File: src/design/adcid_regs.vh
// Address map, field positions, reset values and timing counts of the converter and id registers.
//
// Function
// - A zero-to-one change of the start bit, written with bit 15 set while idle, begins exactly one conversion.
// - The result-valid bit reads zero while a conversion runs.
// - The result-valid bit reads one once the result is stored.
// - Ten-bit result sits read-only in bits 14:5; result and valid reset zero.
// - Bits 4:2 pick the input: 0-3 touch plates, 4-7 auxiliary inputs.
// - The converter is powered only while control bit 15 is one.
// - Control bit 0 selects synchronised converter mode.
// - Control bit 1 connects the internal reference to the bypass pin.
// - Control bit 5 selects an external reference supplied on the bypass pin.
// - Identification register is read-only: version, device and supplier constants.
// - Mode bits 0, 1 and 5:2 enable audio, telecom and production tests.
// - Test bits of the mode register are written only while the test pin is high.
// - Any active test mode alters normal behaviour; keep tests off normally.
// - Mode bit 12 selects dynamic data-valid flags for audio and telecom.
// - Mode bit 13 disables audio input offset cancellation.
// - Mode bits 14 and 15 are plain read-write reserved bits.
// - Address fourteen is reserved with no fields.
// - Address fifteen always reads all ones.
// - Completion sets interrupt status bit 11; a zero-to-one clear write resets it.

`ifndef ADCID_REGS_VH
`define ADCID_REGS_VH

// Register addresses.
`define ADCID_ADDR_INT      4'h4
`define ADCID_ADDR_CTRL     4'ha
`define ADCID_ADDR_RESULT   4'hb
`define ADCID_ADDR_ID       4'hc
`define ADCID_ADDR_MODE     4'hd
`define ADCID_ADDR_RSVD     4'he
`define ADCID_ADDR_ONES     4'hf

// Control register fields.
`define ADCID_CTRL_SYNC     0
`define ADCID_CTRL_VREF     1
`define ADCID_CTRL_MUX_LO   2
`define ADCID_CTRL_MUX_HI   4
`define ADCID_CTRL_EXTREF   5
`define ADCID_CTRL_START    7
`define ADCID_CTRL_ENA      15
`define ADCID_CTRL_MASK     16'h80bf

// Result register fields.
`define ADCID_RES_LO        5
`define ADCID_RES_HI        14
`define ADCID_RES_VALID     15

// Mode register fields.
`define ADCID_MODE_AUDT     0
`define ADCID_MODE_TELT     1
`define ADCID_MODE_PROD_LO  2
`define ADCID_MODE_PROD_HI  5
`define ADCID_MODE_DYNV     12
`define ADCID_MODE_OFFC     13
`define ADCID_MODE_TEST_MSK 16'h003f
`define ADCID_MODE_FREE_MSK 16'hf000

// Interrupt status position of converter completion.
`define ADCID_INT_ADC       11

// Reset values and constant read values.
`define ADCID_RST_CTRL      16'h0000
`define ADCID_RST_MODE      16'h0000
`define ADCID_ALL_ONES      16'hffff

// Conversion length in clock cycles.
`define ADCID_CONV_CYCLES   16

`endif

File: src/design/adcid_top.v
// Converter control, result, identification, mode and constant registers.
`timescale 1ns/10ps

`include "adcid_regs.vh"

module adcid_top #(
  parameter       CONV_CYCLES = `ADCID_CONV_CYCLES,
  parameter [5:0] ID_VERSION  = 6'h2a, // Arbitrary value.
  parameter [5:0] ID_DEVICE   = 6'h15, // Arbitrary value.
  parameter [3:0] ID_SUPPLIER = 4'h9   // Arbitrary value.
) (
  input  wire        clk_i,
  input  wire        rst_b_i,
  // Register access port.
  input  wire [3:0]  reg_addr_i,
  input  wire [15:0] reg_wdata_i,
  input  wire        reg_wr_i,
  input  wire        reg_rd_i,
  output reg  [15:0] reg_rdata_o,
  // Test pin.
  input  wire        test_pin_i,
  // Converter core.
  input  wire [9:0]  conv_sample_i,
  output reg         conv_power_o,
  output reg         conv_sync_o,
  output reg         conv_busy_o,
  output reg  [2:0]  conv_input_sel_o,
  output reg         vref_connect_o,
  output reg         ext_ref_o,
  // Mode outputs.
  output reg         aud_test_o,
  output reg         tel_test_o,
  output reg  [3:0]  prod_test_o,
  output reg         test_active_o,
  output reg         dyn_vflag_o,
  output reg         aud_offcan_dis_o,
  output reg  [1:0]  special_o,
  // Converter completion status.
  output reg         conv_int_stat_o
);

  // ****************************************************************
  // Declarations
  // ****************************************************************

  reg  [15:0] ctrl_reg;
  reg  [15:0] ctrl_next;
  reg  [15:0] mode_reg;
  reg  [15:0] mode_next;
  reg         valid_reg;
  reg         valid_next;
  reg         int_stat_reg;
  reg         int_stat_next;
  reg         int_clr_bit_reg;
  reg  [15:0] rdata_next;

  wire        test_pin_sync;
  wire        wr_ctrl;
  wire        wr_mode;
  wire        wr_int;
  wire        start_edge;
  wire        conv_abort;
  wire        conv_busy;
  wire        conv_done;
  wire [9:0]  conv_data;

  // ****************************************************************
  // Helpers
  // ****************************************************************

  // Address match used by every write decode.
  function wr_hit;
    input       wr;
    input [3:0] addr;
    input [3:0] target;
    begin
      wr_hit = wr && (addr == target);
    end
  endfunction

  // Replace only the masked bits of a register with new data.
  function [15:0] merge;
    input [15:0] old_val;
    input [15:0] new_val;
    input [15:0] mask;
    begin
      merge = (old_val & ~mask) | (new_val & mask);
    end
  endfunction

  // ****************************************************************
  // Pin synchronisation
  // ****************************************************************

  // The test pin is asynchronous, so it is synchronised before gating writes.
  adcid_sync #(
    .WIDTH   (1)
  ) u_test_sync (
    .clk_i   (clk_i),
    .rst_b_i (rst_b_i),
    .async_i (test_pin_i),
    .sync_o  (test_pin_sync)
  );

  // ****************************************************************
  // Write decode
  // ****************************************************************

  // Reserved, result, id and constant addresses simply ignore writes.
  assign wr_ctrl = wr_hit(reg_wr_i, reg_addr_i, `ADCID_ADDR_CTRL);
  assign wr_mode = wr_hit(reg_wr_i, reg_addr_i, `ADCID_ADDR_MODE);
  assign wr_int  = wr_hit(reg_wr_i, reg_addr_i, `ADCID_ADDR_INT);

  // ****************************************************************
  // Converter control register
  // ****************************************************************

  // Unused control bits are masked so they always read zero.
  always @* begin
    ctrl_next = ctrl_reg;
    if (wr_ctrl) begin
      ctrl_next = reg_wdata_i & `ADCID_CTRL_MASK;
    end
  end

  // Only a rising start bit counts; rewriting one while it is one starts nothing.
  assign start_edge = wr_ctrl
                    && reg_wdata_i[`ADCID_CTRL_START]
                    && !ctrl_reg[`ADCID_CTRL_START]
                    && reg_wdata_i[`ADCID_CTRL_ENA];

  // Dropping the enable mid-run cuts power, so the run is abandoned.
  assign conv_abort = !ctrl_next[`ADCID_CTRL_ENA];

  always @(posedge clk_i or negedge rst_b_i) begin
    if (!rst_b_i) begin
      ctrl_reg <= `ADCID_RST_CTRL;
    end else begin
      ctrl_reg <= ctrl_next;
    end
  end

  // ****************************************************************
  // Conversion sequencer
  // ****************************************************************

  adcid_conv #(
    .CYCLES   (CONV_CYCLES)
  ) u_conv (
    .clk_i    (clk_i),
    .rst_b_i  (rst_b_i),
    .start_i  (start_edge),
    .abort_i  (conv_abort),
    .sample_i (conv_sample_i),
    .busy_o   (conv_busy),
    .done_o   (conv_done),
    .data_o   (conv_data)
  );

  // ****************************************************************
  // Result valid flag
  // ****************************************************************

  // A start the sequencer takes clears the flag at once; completion sets it.
  // A start refused while disabled or mid-run leaves the flag alone, so a
  // start in the last run cycle cannot hide the result that just finished.
  always @* begin
    valid_next = valid_reg;
    if (start_edge && !conv_busy) begin
      valid_next = 1'b0;
    end else if (conv_done) begin
      valid_next = 1'b1;
    end
  end

  always @(posedge clk_i or negedge rst_b_i) begin
    if (!rst_b_i) begin
      valid_reg <= 1'b0;
    end else begin
      valid_reg <= valid_next;
    end
  end

  // ****************************************************************
  // Completion interrupt status
  // ****************************************************************

  // The clear acts on a zero-to-one change of the written clear bit.
  // A completion in the same cycle wins, so no event is lost.
  always @* begin
    int_stat_next = int_stat_reg;
    if (wr_int && reg_wdata_i[`ADCID_INT_ADC] && !int_clr_bit_reg) begin
      int_stat_next = 1'b0;
    end
    if (conv_done) begin
      int_stat_next = 1'b1;
    end
  end

  always @(posedge clk_i or negedge rst_b_i) begin
    if (!rst_b_i) begin
      int_stat_reg    <= 1'b0;
      int_clr_bit_reg <= 1'b0;
    end else begin
      int_stat_reg <= int_stat_next;
      if (wr_int) begin
        int_clr_bit_reg <= reg_wdata_i[`ADCID_INT_ADC];
      end
    end
  end

  // ****************************************************************
  // Mode register
  // ****************************************************************

  // Test bits follow the test pin gate; the flag and reserved bits are free.
  always @* begin
    mode_next = mode_reg;
    if (wr_mode) begin
      mode_next = merge(mode_reg, reg_wdata_i, `ADCID_MODE_FREE_MSK);
      if (test_pin_sync) begin
        mode_next = merge(mode_next, reg_wdata_i, `ADCID_MODE_TEST_MSK);
      end
    end
  end

  always @(posedge clk_i or negedge rst_b_i) begin
    if (!rst_b_i) begin
      mode_reg <= `ADCID_RST_MODE;
    end else begin
      mode_reg <= mode_next;
    end
  end

  // ****************************************************************
  // Read path
  // ****************************************************************

  // Unmapped addresses and the reserved slot read zero.
  always @* begin
    rdata_next = 16'h0000;
    case (reg_addr_i)
      `ADCID_ADDR_CTRL: begin
        rdata_next = ctrl_reg;
      end
      `ADCID_ADDR_RESULT: begin
        rdata_next[`ADCID_RES_VALID]                  = valid_reg;
        rdata_next[`ADCID_RES_HI:`ADCID_RES_LO]        = conv_data;
      end
      `ADCID_ADDR_ID: begin
        rdata_next = {ID_SUPPLIER, ID_DEVICE, ID_VERSION};
      end
      `ADCID_ADDR_MODE: begin
        rdata_next = mode_reg;
      end
      `ADCID_ADDR_INT: begin
        rdata_next[`ADCID_INT_ADC] = int_stat_reg;
      end
      `ADCID_ADDR_RSVD: begin
        rdata_next = 16'h0000;
      end
      `ADCID_ADDR_ONES: begin
        rdata_next = `ADCID_ALL_ONES;
      end
      default: begin
        rdata_next = 16'h0000;
      end
    endcase
  end

  // Read data is registered and held until the next read strobe.
  always @(posedge clk_i or negedge rst_b_i) begin
    if (!rst_b_i) begin
      reg_rdata_o <= 16'h0000;
    end else if (reg_rd_i) begin
      reg_rdata_o <= rdata_next;
    end
  end

  // ****************************************************************
  // Converter and mode outputs
  // ****************************************************************

  // All outputs except conv_busy_o are registered copies of the next state, so they move
  // in the same cycle as the registers they mirror; conv_busy_o copies the sequencer
  // busy register and moves one cycle after it.
  always @(posedge clk_i or negedge rst_b_i) begin
    if (!rst_b_i) begin
      conv_power_o     <= 1'b0;
      conv_sync_o      <= 1'b0;
      conv_busy_o      <= 1'b0;
      conv_input_sel_o <= 3'h0;
      vref_connect_o   <= 1'b0;
      ext_ref_o        <= 1'b0;
      aud_test_o       <= 1'b0;
      tel_test_o       <= 1'b0;
      prod_test_o      <= 4'h0;
      test_active_o    <= 1'b0;
      dyn_vflag_o      <= 1'b0;
      aud_offcan_dis_o <= 1'b0;
      special_o        <= 2'h0;
      conv_int_stat_o  <= 1'b0;
    end else begin
      conv_power_o     <= ctrl_next[`ADCID_CTRL_ENA];
      conv_sync_o      <= ctrl_next[`ADCID_CTRL_SYNC];
      conv_busy_o      <= conv_busy;
      conv_input_sel_o <= ctrl_next[`ADCID_CTRL_MUX_HI:`ADCID_CTRL_MUX_LO];
      vref_connect_o   <= ctrl_next[`ADCID_CTRL_VREF];
      ext_ref_o        <= ctrl_next[`ADCID_CTRL_EXTREF];
      aud_test_o       <= mode_next[`ADCID_MODE_AUDT];
      tel_test_o       <= mode_next[`ADCID_MODE_TELT];
      prod_test_o      <= mode_next[`ADCID_MODE_PROD_HI:`ADCID_MODE_PROD_LO];
      test_active_o    <= |(mode_next & `ADCID_MODE_TEST_MSK);
      dyn_vflag_o      <= mode_next[`ADCID_MODE_DYNV];
      aud_offcan_dis_o <= mode_next[`ADCID_MODE_OFFC];
      special_o        <= mode_next[15:14];
      conv_int_stat_o  <= int_stat_next;
    end
  end

endmodule

File: src/design/adcid_sync.v
// Two-stage synchroniser for levels arriving from pins.
`timescale 1ns/10ps

module adcid_sync #(
  parameter WIDTH = 1
) (
  input  wire             clk_i,
  input  wire             rst_b_i,
  input  wire [WIDTH-1:0] async_i,
  output wire [WIDTH-1:0] sync_o
);

  reg [WIDTH-1:0] meta_reg;
  reg [WIDTH-1:0] sync_reg;

  // The first stage feeds only the second, so metastability has a full cycle to settle.
  always @(posedge clk_i or negedge rst_b_i) begin
    if (!rst_b_i) begin
      meta_reg <= {WIDTH{1'b0}};
      sync_reg <= {WIDTH{1'b0}};
    end else begin
      meta_reg <= async_i;
      sync_reg <= meta_reg;
    end
  end

  assign sync_o = sync_reg;

endmodule

File: src/design/adcid_conv.v
// Conversion sequencer: times one conversion and captures the result.
`timescale 1ns/10ps

`include "adcid_regs.vh"

module adcid_conv #(
  parameter CYCLES = `ADCID_CONV_CYCLES
) (
  input  wire       clk_i,
  input  wire       rst_b_i,
  input  wire       start_i,
  input  wire       abort_i,
  input  wire [9:0] sample_i,
  output reg        busy_o,
  output reg        done_o,
  output reg  [9:0] data_o
);

  localparam [1:0] ST_IDLE = 2'b01;
  localparam [1:0] ST_RUN  = 2'b10;
  localparam integer LAST_INT = CYCLES - 1;
  localparam [15:0]  LAST     = LAST_INT[15:0];

  reg [1:0]  state_reg;
  reg [15:0] count_reg;

  // One-hot sequencer; an abort drops the run without touching the stored data.
  always @(posedge clk_i or negedge rst_b_i) begin
    if (!rst_b_i) begin
      state_reg <= ST_IDLE;
      count_reg <= 16'h0000;
      busy_o    <= 1'b0;
      done_o    <= 1'b0;
      data_o    <= 10'h000;
    end else begin
      done_o <= 1'b0;
      case (state_reg)
        ST_IDLE: begin
          if (start_i && !abort_i) begin
            state_reg <= ST_RUN;
            count_reg <= 16'h0000;
            busy_o    <= 1'b1;
          end
        end
        ST_RUN: begin
          if (abort_i) begin
            state_reg <= ST_IDLE;
            busy_o    <= 1'b0;
          end else if (count_reg == LAST) begin
            state_reg <= ST_IDLE;
            busy_o    <= 1'b0;
            done_o    <= 1'b1;
            data_o    <= sample_i;
          end else begin
            count_reg <= count_reg + 16'h0001;
          end
        end
        default: begin
          state_reg <= ST_IDLE;
          busy_o    <= 1'b0;
        end
      endcase
    end
  end

endmodule

File: config.mk
export PLATFORM = sky130hd
export DESIGN_NAME = adcid_top
export DESIGN_NICKNAME = d
export VERILOG_FILES = /design/src/design/adcid_top.v /design/src/design/adcid_sync.v /design/src/design/adcid_conv.v
export VERILOG_INCLUDE_DIRS = /design/src /design/src/design
export SDC_FILE = /design/constraint.sdc
export NUM_CORES = 1
export LEC_CHECK = 0
export ABC_AREA = 1
export BUFFER_PORTS_ARGS = -buffer_cell sky130_fd_sc_hd__buf_2
export CAP_MARGIN = 20
export CORE_UTILIZATION = 53
export CTS_CLUSTER_SIZE = 16
export DETAILED_ROUTE_END_ITERATION = 8
export GPL_TIMING_DRIVEN = 0
export PLACE_DENSITY = 0.78
export SYNTH_ARGS = -nofsm -noshare
export SYNTH_HDL_FRONTEND = slang
export SYNTH_SLANG_ARGS = --single-unit
export TNS_END_PERCENT = 30
File: constraint.sdc
create_clock -name clk_i -period 1.9 [get_ports clk_i]
set_clock_uncertainty 0.1 [all_clocks]
set_input_delay 0.19 -clock clk_i [delete_from_list [all_inputs] [get_ports clk_i]]
set_output_delay 0.19 -clock clk_i [all_outputs]
set_load 0.02 [all_outputs]
==> impl.org <==
** Critical path
- Critical Path Max Stage Delay :: roughly 0.4 ns
- Type of element launching the critical path :: flop
- Traced cell by cell, the critical path runs through ha_4, nand2_2, nor2_4, inv_2, nor2_2, nand3_2, inv_1, nand2_4, inv_2, buf_6, nand2_1, nand2_1.
- Along the worst path, the maximum fanout reaches 10.
- For the worst flop-to-flop path, the logic depth is 12.
- The critical path in this run is classified as flop to flop.
- The worst register-to-register path begins at u_conv.count_reg[1].
- Critical Path Slowest Stage Cell :: sky130_fd_sc_hd__dfrtp_1
- Counting both buffers and inverters, the worst setup path holds a total of 4.
- The cell family contributing the most delay on the critical path is simple AND/OR/NAND/NOR gates.
- At the worst endpoint, the required time is ~2.1 ns.
- The worst register-to-register path ends at u_conv.data_o[7].
- CP Data Arrival Time :: 1.97 ns
- Category of the worst setup path capture point :: flop
- The setup check on the worst reg-to-reg path leaves a slack of around 0.12 ns.

** Timing
- The max-slew violation total from the final report came to 0.
- Total negative slack for setup checks :: 0 ns
- The worst path in the final design needs a cycle of approximately 1.8 ns, including I/O delays and setup.
- Tightest slew margin relative to the limit :: roughly 43%
- At the pin with the least slew margin, the transition time is around 0.86 ns.
- Fmax :: 562 MHz
- Final hold vios :: 0
- Worst setup margin :: between 0.1 and 0.15 ns
- Number of failing setup endpoints in the final timing report :: 0
- Setup repair after global routing left no endpoint under its margin.
- Of the available clock period, the critical path in the final layout requires a little over nine tenths.
- On the final layout, the worst hold slack is about 0.027 ns.

** Global route
- Number of antenna violations at the first check in global routing :: 0
- Global routing used 25.5% of the available tracks across all layers.
- Entering global routing, the biggest net connects just over 70 pins.
- The number of global-route vias before repair came to around 2900.
- Summed over all layers, the global routing overflow is 0.
- The first global-routing pass estimated between 10000 and 15000 um of wire.

** Clock tree
- Clock tree root driver cell :: sky130_fd_sc_hd__clkbuf_8
- After clock tree synthesis, the clock-pin slew on the worst setup and hold paths is 0.08 ns.
- Clk_lat worst skew :: about 0.35 ns
- The clock net in this run drives a total of 70 sinks.
- Buffer levels on the longest clock path :: 2
- TritonCTS built the clock tree.
- In this run, CTS created clock tree buffers numbering 9.
- Total number of H-tree levels :: 3

** Final layout
- Summing all flip-flop and latch instances after layout gives approximately 1800 um^2.
- 0 antenna diodes ended up in the layout.
- In the final design database the tool counted approximately 570 nets.
- Fill cell total of the finished layout :: 507
- From synthesis to final layout, the design area changed by 25.4%.
- After the flow finishes, the layout carries non-filler instances totaling a little over 600.
- The post-route netlist has 22.1% of its cells at a drive strength greater than 1.
- The finished cells cover roughly 4300 um^2.
- Footprint of the multi-input gates :: between 1500 and 2000 um^2

** Routing
- DRC violations left :: 0
- Dividing the detail-routed via count by the number of cells gives ~5.0.
- Violation count after the first detailed-routing iteration :: 280
- After detailed routing, the average wire length per cell comes to around 13 um.
- Number of vias in the routed layout :: between 3000 and 4000
- The detail route stage leaves a number of antenna-violating nets equal to 0.
- 1st-pass router iterations :: 5
- Final routed wirelength across all metal layers :: a little over 8000 um

** Power
- Internal portion of total power :: ~2.6 mW
- For this design the static power due to leakage is 2.38 nW.
- Dividing total power by cell area gives a power density of 895 nW/um^2.
- Sequential cells account for between 40 and 50% of the total power.
- Switching share of power :: about a third
- The analysis attributes to net switching a power of 1.26 mW.
- Of the total power, combinational logic draws roughly 23%.
- The worst-case IR drop observed on VDD is ~700 uV.
- Portion of total power attributed to the clock network :: roughly 32%

** Synth
- Post-synthesis instance area :: between 3000 and 4000 um^2
- Predominant post-synthesis flop cell :: sky130_fd_sc_hd__dfrtp_1
- EDFF count, synth :: 0
- Syn_nets :: ~470
- sky130_fd_sc_hd__dfrtp_1 takes more of the synthesized area than any other cell.
- Of the synthesized area, sequential elements account for between 50% and 60%.
- Warnings from Yosys :: 0
- After synthesis, the netlist uses 30 different library cells.
- The most common cell in the synthesized netlist is sky130_fd_sc_hd__nand2_1.
- The synthesized design contains 70 register bits.
- Summed over its instances, the top area cell type makes up ~50% of the synthesized netlist area.
- Cell count after synthesis :: 438
- Most instantiated cells after synthesis :: sky130_fd_sc_hd__nand2_1, sky130_fd_sc_hd__dfrtp_1, sky130_fd_sc_hd__nor2_1
- In the synthesized netlist the async set-or-reset flop fraction comes to between 90% and 100%.
- Cell types occupying the most area after synthesis :: sky130_fd_sc_hd__dfrtp_1, sky130_fd_sc_hd__nand2_1, sky130_fd_sc_hd__nor2_1, sky130_fd_sc_hd__inv_1, sky130_fd_sc_hd__nand3_1
- A synthesized cell averages between 7 and 8 um^2.

** Min path
- In this run the worst hold path is classified as primary input to flop.
- Endpoint of the worst hold path :: int_clr_bit_reg
- Counting instances, the worst hold path has a depth of 3.
- In this run the most critical hold path is launched from reg_wdata_i[11].

** Placement
- After detailed placement, the total cell area comes to between 3000 and 4000 um^2.
- Buffers placed on the I/O ports in this run total between 60 and 70.
- Final weighted congestion in routability-driven placement :: slightly below 0.9
- Inst Count DP :: just under 600
- HPWL after detailed placement :: between 5000 and 6000 um
- Timing analysis after detailed placement gives a worst setup slack of 0.0618 ns.

** Die
- Die width :: between 80 and 90 um
- The region available for standard cell placement spans roughly 6300 um^2.
- Once the floorplan was initialized, standard cells occupied around 55% of the core.
- In this run the vertical extent of the chip is roughly 83 um.
- The die covers ~6900 um^2.
- In this run the core area contains 29 standard-cell rows.
- In this run the count of I/O pins placed on the die edge is approximately 70.

** Run status
- Outcome :: finished clean

** Job
- Count of maximum capacitance violations :: 0
[area by class of cell]
class	instances	area share, %
Sequential cell	70	40.4
Buffer	12	1.99
Multi-Input combinational cell	322	34.8
Timing Repair Buffer	88	12.8
Inverter	34	2.94
Clock buffer	11	3.49
Tap cell	77	2.22
Clock inverter	5	1.33
[layer usage]
layer  vias to the layer above  share of wire (%)  track usage (%)
met5                         -                  0                0
met4                         0                2.2             12.6
met3                        21                4.9             4.81
met2                        96                 49             43.9
met1                      1435                 43             30.5
li1                       1560                  -                -
[cells by family after synthesis]
| logic type | count (synthesis) | synth area share [%] |
|---|---|---|
| compound gates | 35 | 5.79 |
| simple gates | 275 | 34.2 |
| fa+ha+maj | 1 | 0.362 |
| flops | 70 | 50.7 |
| xor+xnor | 11 | 2.79 |
| buf+inv | 46 | 6.18 |
[repair_timing]
action,in CTS,in global routing
endpoints found under the hold margin,89,0
hold buffers,21,0
buffers inserted,0,3
gates resized for setup,0,3
setup endpoints to repair,0,18
[cell usage in the layout (no fill, tap or decap)]
cell	n
sky130_fd_sc_hd__nor2_4	6
sky130_fd_sc_hd__o21ai_0	19
sky130_fd_sc_hd__inv_2	5
sky130_fd_sc_hd__nand2_2	8
sky130_fd_sc_hd__nor2_2	1
sky130_fd_sc_hd__a21oi_1	6
sky130_fd_sc_hd__clkinv_4	2
sky130_fd_sc_hd__buf_4	9
sky130_fd_sc_hd__nand3_1	19
sky130_fd_sc_hd__dfrtp_1	69
sky130_fd_sc_hd__a31oi_1	1
sky130_fd_sc_hd__o211ai_1	1
sky130_fd_sc_hd__buf_2	63
sky130_fd_sc_hd__a21o_1	3
sky130_fd_sc_hd__xor2_1	8
sky130_fd_sc_hd__ha_4	1
sky130_fd_sc_hd__nand3_2	4
sky130_fd_sc_hd__o22a_1	1
sky130_fd_sc_hd__o21bai_1	1
sky130_fd_sc_hd__buf_6	3
sky130_fd_sc_hd__clkbuf_1	4
sky130_fd_sc_hd__inv_1	29
sky130_fd_sc_hd__nand4_1	4
sky130_fd_sc_hd__a21boi_0	3
sky130_fd_sc_hd__clkinv_2	2
sky130_fd_sc_hd__dlygate4sd3_1	21
sky130_fd_sc_hd__xnor2_1	3
sky130_fd_sc_hd__bufinv_16	1
sky130_fd_sc_hd__clkbuf_8	11
sky130_fd_sc_hd__nand2_4	3
sky130_fd_sc_hd__nor2_1	35
sky130_fd_sc_hd__nor3b_1	1
sky130_fd_sc_hd__dfstp_2	1
sky130_fd_sc_hd__nand2_1	192
sky130_fd_sc_hd__nor3_1	1
sky130_fd_sc_hd__and2_1	1
[worst reg2reg max path: stages, from the launching register on]
cell                      delay, ns
sky130_fd_sc_hd__dfrtp_1       0.41
sky130_fd_sc_hd__ha_4          0.18
sky130_fd_sc_hd__nand2_2       0.08
sky130_fd_sc_hd__nor2_4        0.15
sky130_fd_sc_hd__inv_2         0.04
sky130_fd_sc_hd__nor2_2        0.10
sky130_fd_sc_hd__nand3_2       0.11
sky130_fd_sc_hd__inv_1         0.11
sky130_fd_sc_hd__nand2_4       0.10
sky130_fd_sc_hd__inv_2         0.09
sky130_fd_sc_hd__buf_6         0.13
sky130_fd_sc_hd__nand2_1       0.06
sky130_fd_sc_hd__nand2_1       0.06
[worst max path at each step]
stage | endpoint | slack (ns) | depth (start not counted) | startpoint
2_1_floorplan | u_conv.count_reg[5] | 0.30 | 12 | u_conv.count_reg[0]
3_3_place_gp | u_conv.count_reg[7] | 0.11 | 12 | u_conv.count_reg[1]
3_5_place_dp | u_conv.count_reg[7] | 0.06 | 12 | u_conv.count_reg[1]
4_1_cts | u_conv.count_reg[7] | 0.04 | 12 | u_conv.count_reg[1]
5_1_grt | u_conv.data_o[3] | 0.0004 | 12 | u_conv.count_reg[1]
6_report | u_conv.data_o[7] | 0.12 | 12 | u_conv.count_reg[1]
[per-stage QoR]
step / utilization, % / power (mW)
floorplan: - / 2.31
CTS: 68.1 / 3.88
finish: 68.7 / 3.88
detailed placement: 61.4 / 2.60
global route: 68.7 / 4.07
global placement: 61.4 / 2.59
[power by group through the flow]
stage          Sequential [mW]  Combinational, mW  Clock (mW)
6_report                  1.75              0.883        1.25
5_1_grt                   1.77              0.973        1.34
4_1_cts                   1.74              0.872        1.27
3_5_place_dp              1.77              0.834           0
3_3_place_gp              1.76              0.824           0
2_1_floorplan             1.88              0.429           0
Power figures use the tool's default switching activity.
